$ cat src/rtl/fdm_pkg.sv
package fdm_pkg;
	// error flag positions in the error word
	localparam int ERR_W = 6;
	localparam int ERR_DISCONNECT_BIT = 0;
	localparam int ERR_OVERTEMP_BIT = 1;
	localparam int ERR_SHORT_BIT = 2;
	localparam int ERR_FLASH_BIT = 3;
	localparam int ERR_TIMER_BIT = 4;
	localparam int ERR_RECOVERY_BIT = 5;
	localparam logic [5:0] ERR_RESET = 6'h00;
	// host-timer period selector codes
	localparam logic [1:0] PERIOD_125MS = 2'h0;
	localparam logic [1:0] PERIOD_500MS = 2'h1;
	localparam logic [1:0] PERIOD_2S = 2'h2;
	localparam logic [1:0] PERIOD_4S = 2'h3;
	localparam logic [1:0] PERIOD_RESET = PERIOD_2S;
	// timing
	localparam longint CLK_HZ = 200000000;
	localparam longint STUCK_NS = 62500;
	localparam longint CLK_PERIOD_NS = 1000000000 / CLK_HZ;
	localparam longint STUCK_CYCLES = (STUCK_NS + CLK_PERIOD_NS - 1) / CLK_PERIOD_NS;
	localparam longint PERIOD_125MS_MS = 125;
	localparam longint PERIOD_500MS_MS = 500;
	localparam longint PERIOD_2S_MS = 2000;
	localparam longint PERIOD_4S_MS = 4000;
	localparam longint CYC_PER_MS = CLK_HZ / 1000;
	localparam longint CYC_125MS = PERIOD_125MS_MS * CYC_PER_MS;
	localparam longint CYC_500MS = PERIOD_500MS_MS * CYC_PER_MS;
	localparam longint CYC_2S = PERIOD_2S_MS * CYC_PER_MS;
	localparam longint CYC_4S = PERIOD_4S_MS * CYC_PER_MS;
	// status pin routing select
	localparam logic STATUS_SEL_A = 1'b0;
	localparam logic STATUS_SEL_RESET = STATUS_SEL_A;
endpackage

$ cat src/rtl/fdm_monitor.sv
`timescale 1ns/1ps
module fdm_monitor #(
	parameter int CHANNELS = 4,
	parameter longint STUCK_LIMIT = fdm_pkg::STUCK_CYCLES,
	parameter longint TIMER_125MS = fdm_pkg::CYC_125MS,
	parameter longint TIMER_500MS = fdm_pkg::CYC_500MS,
	parameter longint TIMER_2S = fdm_pkg::CYC_2S,
	parameter longint TIMER_4S = fdm_pkg::CYC_4S
) (
	input wire logic clk_sys_in,
	input wire logic resetn_in,
	// configuration command strobe with enable bits
	input wire logic config_write_in,
	input wire logic disconnect_detect_enable_in,
	input wire logic overtemp_detect_enable_in,
	input wire logic output_short_detect_enable_in,
	input wire logic flash_check_enable_in,
	input wire logic host_timer_enable_in,
	// tool-time settings
	input wire logic [1:0] timer_period_sel_in,
	input wire logic standby_on_second_overflow_in,
	// amplifier mode command
	input wire logic amplifier_mode_command_in,
	input wire logic amp_power_up_in,
	input wire logic class_d_select_in,
	// analog sensors
	input wire logic speaker_absent_in,
	input wire logic overtemp_reached_in,
	input wire logic short_sensed_in,
	input wire logic pwm_out_in,
	// flash events, one bit per channel
	input wire logic [CHANNELS-1:0] flash_data_error_in,
	input wire logic [CHANNELS-1:0] flash_range_error_in,
	// host commands
	input wire logic error_clear_command_in,
	input wire logic host_timer_clear_command_in,
	input wire logic status_output_select_command_in,
	input wire logic status_select_in,
	input wire logic recovery_counter_error_in,
	output logic [fdm_pkg::ERR_W-1:0] error_flags_out,
	output logic speaker_out_off_out,
	output logic amp_active_out,
	output logic [CHANNELS-1:0] channel_stop_out,
	output logic command_standby_out,
	output logic status_pin_a_out,
	output logic status_pin_b_out
);
	import fdm_pkg::*;

	// elaboration-time limits: the stuck counter is 16 bits, the timer 32 bits
	if (CHANNELS < 1 || CHANNELS > 16)
	begin : g_chk_channels
		$error("fdm_monitor: channel count out of range");
	end

	if (STUCK_LIMIT < 1 || STUCK_LIMIT > 64'sh000000000000FFFF)
	begin : g_chk_stuck
		$error("fdm_monitor: stuck limit does not fit its counter");
	end

	// overflow compares against limit minus one, so one cycle cannot work
	if (TIMER_125MS < 2 || TIMER_500MS < 2 || TIMER_2S < 2 || TIMER_4S < 2)
	begin : g_chk_period_low
		$error("fdm_monitor: host timer period too short");
	end

	if (TIMER_125MS > 64'sh00000000FFFFFFFF || TIMER_500MS > 64'sh00000000FFFFFFFF
		|| TIMER_2S > 64'sh00000000FFFFFFFF || TIMER_4S > 64'sh00000000FFFFFFFF)
	begin : g_chk_period_high
		$error("fdm_monitor: host timer period does not fit its counter");
	end

	logic en_disconnect;
	logic en_overtemp;
	logic en_short;
	logic en_flash;
	logic timer_running;
	logic [1:0] period_sel;
	logic standby_opt;
	logic amp_active;
	logic [ERR_W-1:0] flags;
	logic [ERR_W-1:0] next_flags;
	logic [ERR_W-1:0] set_ev;
	logic [ERR_W-1:0] clr_ev;
	logic [15:0] stuck_cnt;
	logic [31:0] timer_cnt;
	logic [31:0] timer_limit;
	logic overflow_seen;
	logic timer_cleared;
	logic status_sel;
	logic disconnect_pulse;
	logic stuck_hit;
	logic timer_ovf;
	logic standby_move;
	logic [CHANNELS-1:0] flash_hit;

	function automatic logic [31:0] period_cycles(input logic [1:0] sel);
		unique case (sel)
			PERIOD_125MS: period_cycles = 32'(TIMER_125MS);
			PERIOD_500MS: period_cycles = 32'(TIMER_500MS);
			PERIOD_2S: period_cycles = 32'(TIMER_2S);
			PERIOD_4S: period_cycles = 32'(TIMER_4S);
		endcase
	endfunction

	// per-channel flash fault; range faults count even with checking disabled
	function automatic logic [CHANNELS-1:0] flash_hits(input logic enable,
		input logic [CHANNELS-1:0] data_err, input logic [CHANNELS-1:0] range_err);
		flash_hits = ({CHANNELS{enable}} & data_err) | range_err;
	endfunction

	// a status pin lights while any flag is up and that pin is selected
	function automatic logic pin_lit(input logic [ERR_W-1:0] err, input logic sel,
		input logic pin);
		pin_lit = (|err) && (sel == pin);
	endfunction

	// configuration; standby move drops the detection enables but not the host timer or status select
	always_ff @(posedge clk_sys_in or negedge resetn_in)
	begin
		if (!resetn_in)
		begin
			en_disconnect <= 1'b0;
			en_overtemp <= 1'b0;
			en_short <= 1'b0;
			en_flash <= 1'b0;
			period_sel <= PERIOD_RESET;
			standby_opt <= 1'b0;
		end
		else if (standby_move)
		begin
			en_disconnect <= 1'b0;
			en_overtemp <= 1'b0;
			en_short <= 1'b0;
			en_flash <= 1'b0;
		end
		else if (config_write_in)
		begin
			en_disconnect <= disconnect_detect_enable_in;
			en_overtemp <= overtemp_detect_enable_in;
			en_short <= output_short_detect_enable_in;
			en_flash <= flash_check_enable_in;
			period_sel <= timer_period_sel_in;
			standby_opt <= standby_on_second_overflow_in;
		end
	end

	always_ff @(posedge clk_sys_in or negedge resetn_in)
	begin
		if (!resetn_in)
			amp_active <= 1'b0;
		else if (amplifier_mode_command_in)
			amp_active <= amp_power_up_in;
	end

	// check only on the power-up command edge
	assign disconnect_pulse = en_disconnect && amplifier_mode_command_in && amp_power_up_in
		&& !amp_active && speaker_absent_in;

	always_ff @(posedge clk_sys_in or negedge resetn_in)
	begin
		if (!resetn_in)
			stuck_cnt <= 16'h0000;
		else if (!(en_short && amp_active && class_d_select_in && pwm_out_in))
			stuck_cnt <= 16'h0000;
		else if (!stuck_hit)
			stuck_cnt <= stuck_cnt + 16'h0001;
	end
	assign stuck_hit = stuck_cnt >= 16'(STUCK_LIMIT);

	// once started, only reset stops the host timer
	always_ff @(posedge clk_sys_in or negedge resetn_in)
	begin
		if (!resetn_in)
			timer_running <= 1'b0;
		else if (config_write_in && host_timer_enable_in)
			timer_running <= 1'b1;
	end

	assign timer_limit = period_cycles(period_sel);
	// a clear on the last count wins: the host was still in time
	assign timer_ovf = timer_running && (timer_cnt == timer_limit - 32'h00000001)
		&& !host_timer_clear_command_in;
	// second overflow since the last timer clear
	assign standby_move = timer_ovf && overflow_seen && standby_opt;

	always_ff @(posedge clk_sys_in or negedge resetn_in)
	begin
		if (!resetn_in)
			timer_cnt <= 32'h00000000;
		else if (!timer_running || host_timer_clear_command_in || timer_ovf)
			timer_cnt <= 32'h00000000;
		else
			timer_cnt <= timer_cnt + 32'h00000001;
	end

	// overflow history and timer-clear gating of the timer error flag
	always_ff @(posedge clk_sys_in or negedge resetn_in)
	begin
		if (!resetn_in)
			overflow_seen <= 1'b0;
		else if (host_timer_clear_command_in)
			overflow_seen <= 1'b0;
		else if (timer_ovf)
			overflow_seen <= 1'b1;
	end

	always_ff @(posedge clk_sys_in or negedge resetn_in)
	begin
		if (!resetn_in)
			timer_cleared <= 1'b0;
		else if (host_timer_clear_command_in)
			timer_cleared <= 1'b1;
		else if (timer_ovf || error_clear_command_in)
			timer_cleared <= 1'b0;
	end

	assign flash_hit = flash_hits(en_flash, flash_data_error_in, flash_range_error_in);

	// event sources per flag
	always_comb
	begin
		set_ev = ERR_RESET;
		set_ev[ERR_DISCONNECT_BIT] = disconnect_pulse;
		set_ev[ERR_OVERTEMP_BIT] = en_overtemp && overtemp_reached_in;
		set_ev[ERR_SHORT_BIT] = (en_short && amp_active && short_sensed_in) || stuck_hit;
		set_ev[ERR_FLASH_BIT] = |flash_hit;
		set_ev[ERR_TIMER_BIT] = timer_ovf && !overflow_seen;
		set_ev[ERR_RECOVERY_BIT] = recovery_counter_error_in;
		clr_ev = {ERR_W{error_clear_command_in}};
		clr_ev[ERR_TIMER_BIT] = error_clear_command_in && timer_cleared;
	end

	// sticky, set beats clear; standby keeps flags
	assign next_flags = (flags & ~clr_ev) | set_ev;

	always_ff @(posedge clk_sys_in or negedge resetn_in)
	begin
		if (!resetn_in)
			flags <= ERR_RESET;
		else
			flags <= next_flags;
	end

	// status pin selection survives standby move
	always_ff @(posedge clk_sys_in or negedge resetn_in)
	begin
		if (!resetn_in)
			status_sel <= STATUS_SEL_RESET;
		else if (status_output_select_command_in)
			status_sel <= status_select_in;
	end

	// flags readable from the edge that stores them
	always_ff @(posedge clk_sys_in or negedge resetn_in)
	begin
		if (!resetn_in)
			error_flags_out <= ERR_RESET;
		else
			error_flags_out <= next_flags;
	end

	// both outputs off together while short flag set
	always_ff @(posedge clk_sys_in or negedge resetn_in)
	begin
		if (!resetn_in)
			speaker_out_off_out <= 1'b0;
		else
			speaker_out_off_out <= next_flags[ERR_SHORT_BIT];
	end

	// amplifier state, one cycle behind the internal copy
	always_ff @(posedge clk_sys_in or negedge resetn_in)
	begin
		if (!resetn_in)
			amp_active_out <= 1'b0;
		else
			amp_active_out <= amp_active;
	end

	for (genvar ch = 0; ch < CHANNELS; ch++)
	begin : g_stop
		always_ff @(posedge clk_sys_in or negedge resetn_in)
		begin
			if (!resetn_in)
				channel_stop_out[ch] <= 1'b0;
			else
				channel_stop_out[ch] <= flash_hit[ch];
		end
	end

	always_ff @(posedge clk_sys_in or negedge resetn_in)
	begin
		if (!resetn_in)
			command_standby_out <= 1'b0;
		else
			command_standby_out <= standby_move;
	end

	// route any error to the selected pin
	always_ff @(posedge clk_sys_in or negedge resetn_in)
	begin
		if (!resetn_in)
		begin
			status_pin_a_out <= 1'b0;
			status_pin_b_out <= 1'b0;
		end
		else
		begin
			status_pin_a_out <= pin_lit(next_flags, status_sel, STATUS_SEL_A);
			status_pin_b_out <= pin_lit(next_flags, status_sel, ~STATUS_SEL_A);
		end
	end
endmodule

$ cat config.mk
export PLATFORM = sky130hd
export DESIGN_NAME = fdm_monitor
export DESIGN_NICKNAME = d
export VERILOG_FILES = /design/src/rtl/fdm_pkg.sv /design/src/rtl/fdm_monitor.sv
export SDC_FILE = /design/constraint.sdc
export NUM_CORES = 1
export LEC_CHECK = 0
export BUFFER_PORTS_ARGS = -buffer_cell sky130_fd_sc_hd__buf_4
export CAP_MARGIN = 20
export CORE_MARGIN = 4
export CORE_UTILIZATION = 52
export CTS_CLUSTER_DIAMETER = 100
export DETAILED_ROUTE_END_ITERATION = 12
export GPL_ROUTABILITY_DRIVEN = 0
export PLACE_DENSITY = 0.74
export SKIP_LAST_GASP = 1
export SLEW_MARGIN = 20
export SYNTH_ARGS = -nofsm -noshare
export SYNTH_HDL_FRONTEND = slang
export SYNTH_SLANG_ARGS = --single-unit
$ cat constraint.sdc
create_clock -name clk_sys_in -period 2.7 [get_ports clk_sys_in]
set_input_delay 0.135 -clock clk_sys_in [delete_from_list [all_inputs] [get_ports clk_sys_in]]
set_output_delay 0.135 -clock clk_sys_in [all_outputs]
set_load 0.005 [all_outputs]
==> results.toml <==
[timing]
fin_crit_sh = 0.9998
period_minus_slack_ps = 2699
tightest_slew_ps = 893.0
rsz0062_at_grt = "yes"
setup-tns-final_ps = 0
fin_worst_skew_ps = 10.60
hold_viol = 0
maxSlewViolCount = 0
max_clock_freq_ghz = 0.3704
holdWs_ps = 13.32
timing.slew.headroom = 0.4046
setup_viol = 0

[worst_setup_path]
crit_arrival_ps = 2930
r2r_cells = 11
crit_required_ps = 2930
critPathKind = "reg -> reg"
cp_max_fo = 15
cp-start-kind = "flip-flop"
endpoint_kind = "flip-flop"

[detailed_routing]
viasPerCell = 5.667
vias = 3100
drtIter0Drc = 201
wl_per_cell_um = 15.33
drc = 0
routed_wl_mm = 8.385
ant_nets = 0
drtPass1Iterations = 5

[clock_tree]
insertion_delay_ps = 350
htreeDepth = 3
cts.reportedPaths.clkPinSlew_ps = 80
cts_sinks = 74
cts_inserted_buffers = 9
ctsLongestPathBuffers = 2
cts_tree = "done"
root_buffer = "clkbuf_8"

[synthesis]
synth.avg_cell_area_um2 = 9.986
synth.distinct_cells = 56
synth.area.top_cells = "dfrtp_1, xor2_1, nor2_1, ha_1, nand2_1"
synth_edf_count = 0
netlist_instances = 377
synth_top_cell_area_share = 0.4852
ys_seq_area_frac = 0.4922
synthTopCellsByCount = "dfrtp_1, nor2_1, nand2_1, xor2_1, nand3_1"
syn_nets = 418
yosysWarnings = 0
yosysTopAreaCell = "dfrtp_1"
synth.ff_latch_count = 74
async_flop_share = 1.000
synth_ff_type = "dfrtp_1"
syn_area_um2 = 3765
yosys.cell_count.top_type = "dfrtp_1"

[grt]
grt_max_degree = 75
grt_remaining_overflow = 0
antenna_found_initial = 0
grt_use_total = 0.1962
grt_pass1_vias = 2906
grt_pass1_wl_mm = 13.48

[floorplanning]
die_h_um = 93.09
dieArea_um2 = 8666
die_x_um = 93.09
start_util = 0.5451
core-area_um2 = 6907
row_count = 30
ios = 46

[flow_run]
maxCapViolations = 0

[worst_hold_path]
hp-class = "in -> reg"
hold_depth = 2

[outcome]
status = "finished clean"

[power_and_ir_drop]
power.leakage_nw = 2.118
p_per_area_nw_per_um2 = 519.9
vdd_drop_max_v = 0.0003109

[layout]
layout.cells.non_filler = 547
fin_nets = 487
antenna_cells = 0
drive_gt1_frac = 0.2395
syn2layout_area_growth_pct = 26.12
finalInstanceArea_um2 = 4748
fillCellCount = 526

[placement]
io_buffers = 45
dpl_cell_area_um2 = 4284
hpwl_mm = 5.554
place_inst = 518
-- layer usage --
metal  up-vias  GRT usage  part of all wire
met1      1514     0.2614              0.46
li1       1473          -                 -
met2       103     0.3149              0.47
met3        10    0.04344             0.062
met4         0    0.07204             0.014
met5         -          0                 0
-- layout by cell type (no fill, tap or decap), types with 4 or more instances in the layout --
cell type	netlist	routed
nand4_1	12	12
a21o_1	7	7
a31o_2	5	5
mux2_2	4	4
nor2b_1	5	5
nor3_1	5	5
nand3_1	18	18
and4_1	5	5
and3_1	8	8
xnor2_1	12	12
clkbuf_8	0	9
dlygate4sd3_1	0	9
xor2_1	22	22
nor2_1	47	47
or3_1	7	6
inv_1	11	9
buf_4	1	60
nand2_1	30	30
mux2i_1	5	5
o21ai_0	12	12
and2_1	6	6
ha_1	10	7
dfrtp_1	73	72
a21oi_1	14	13
-- registers in the layout, indices dropped and copies added (netlist names), 2 cells and up --
signal	count
timer_cnt	32
period_sel	2
error_flags_out	6
channel_stop_out	4
stuck_cnt	16
-- through the flow --
step	setup WS, ps	utilization	total power, mW
final	0.5103	0.6875	2.469
after global routing	-84.04	0.6875	2.579
after CTS	-17.53	0.6701	2.464
after global placement	23.39	0.6203	1.394
after detailed placement	-60.41	0.6203	1.399
after floorplan	130.1	-	1.281
-- worst max-delay path, cell delays in order, from the launching register on --
cell	delay, ps
dfrtp_2	470
inv_2	140
ha_4	160
buf_4	100
buf_4	100
o21bai_1	130
o21ai_0	140
or4b_4	510
buf_4	170
o31ai_4	370
clkbuf_16	250
a21oi_1	50
-- power breakdown --
part | switching (mW) | total, mW | internal (mW)
Combinational | 0.115 | 0.248 | 0.133
Sequential | 0.0258 | 1.17 | 1.14
Clock | 0.429 | 1.05 | 0.623
Total | 0.571 | 2.47 | 1.90
-- worst paths after layout --
check                      slack [ps]              startpoint             endpoint
max                               0.5           period_sel[0]        timer_cnt[25]
min                                10  flash_data_error_in[0]  channel_stop_out[0]
max reg2reg                       0.5           period_sel[0]        timer_cnt[25]
min reg2reg                       440              status_sel     status_pin_a_out
max in group asynchronous        1600               resetn_in        period_sel[0]
min in group asynchronous         470               resetn_in       amp_active_out
-- cell families (layout without fill, tap and decap cells) --
kind of cell,Yosys count,in the layout,synth area share
XOR/XNOR,34,34,0.07909
flip-flops,74,74,0.4922
AO/OA/AOI/OAI,60,60,0.1127
adder cells (fa/ha/maj),10,10,0.03323
multiplexers,9,9,0.02526
AND/OR/NAND/NOR,166,166,0.2313
buffers and inverters,24,98,0.02626
-- area by class of cell --
class                   instances  area, um^2  share of cell area
flip-flops and latches         74        1854              0.3905
clock inverters                 7       125.1             0.02635
repair buffers                 71       585.6              0.1233
multi-input cells             279        1896              0.3992
clock buffers                   9       123.9             0.02609
inverters                      11       43.79            0.009223
well taps                      96       120.1             0.02530
-- repair_timing --
| action | in CTS | in global routing |
|---|---|---|
| setup buffers | 2 | 1 |
| cloned | 0 | 1 |
| hold buffers | 8 | 1 |
| hold endpoints to repair | 80 | 1 |
| resized for setup | 0 | 18 |
| pin swaps | 1 | 5 |
| setup endpoints to repair | 4 | 44 |
No activity file was read; power rests on OpenSTA's default activity.
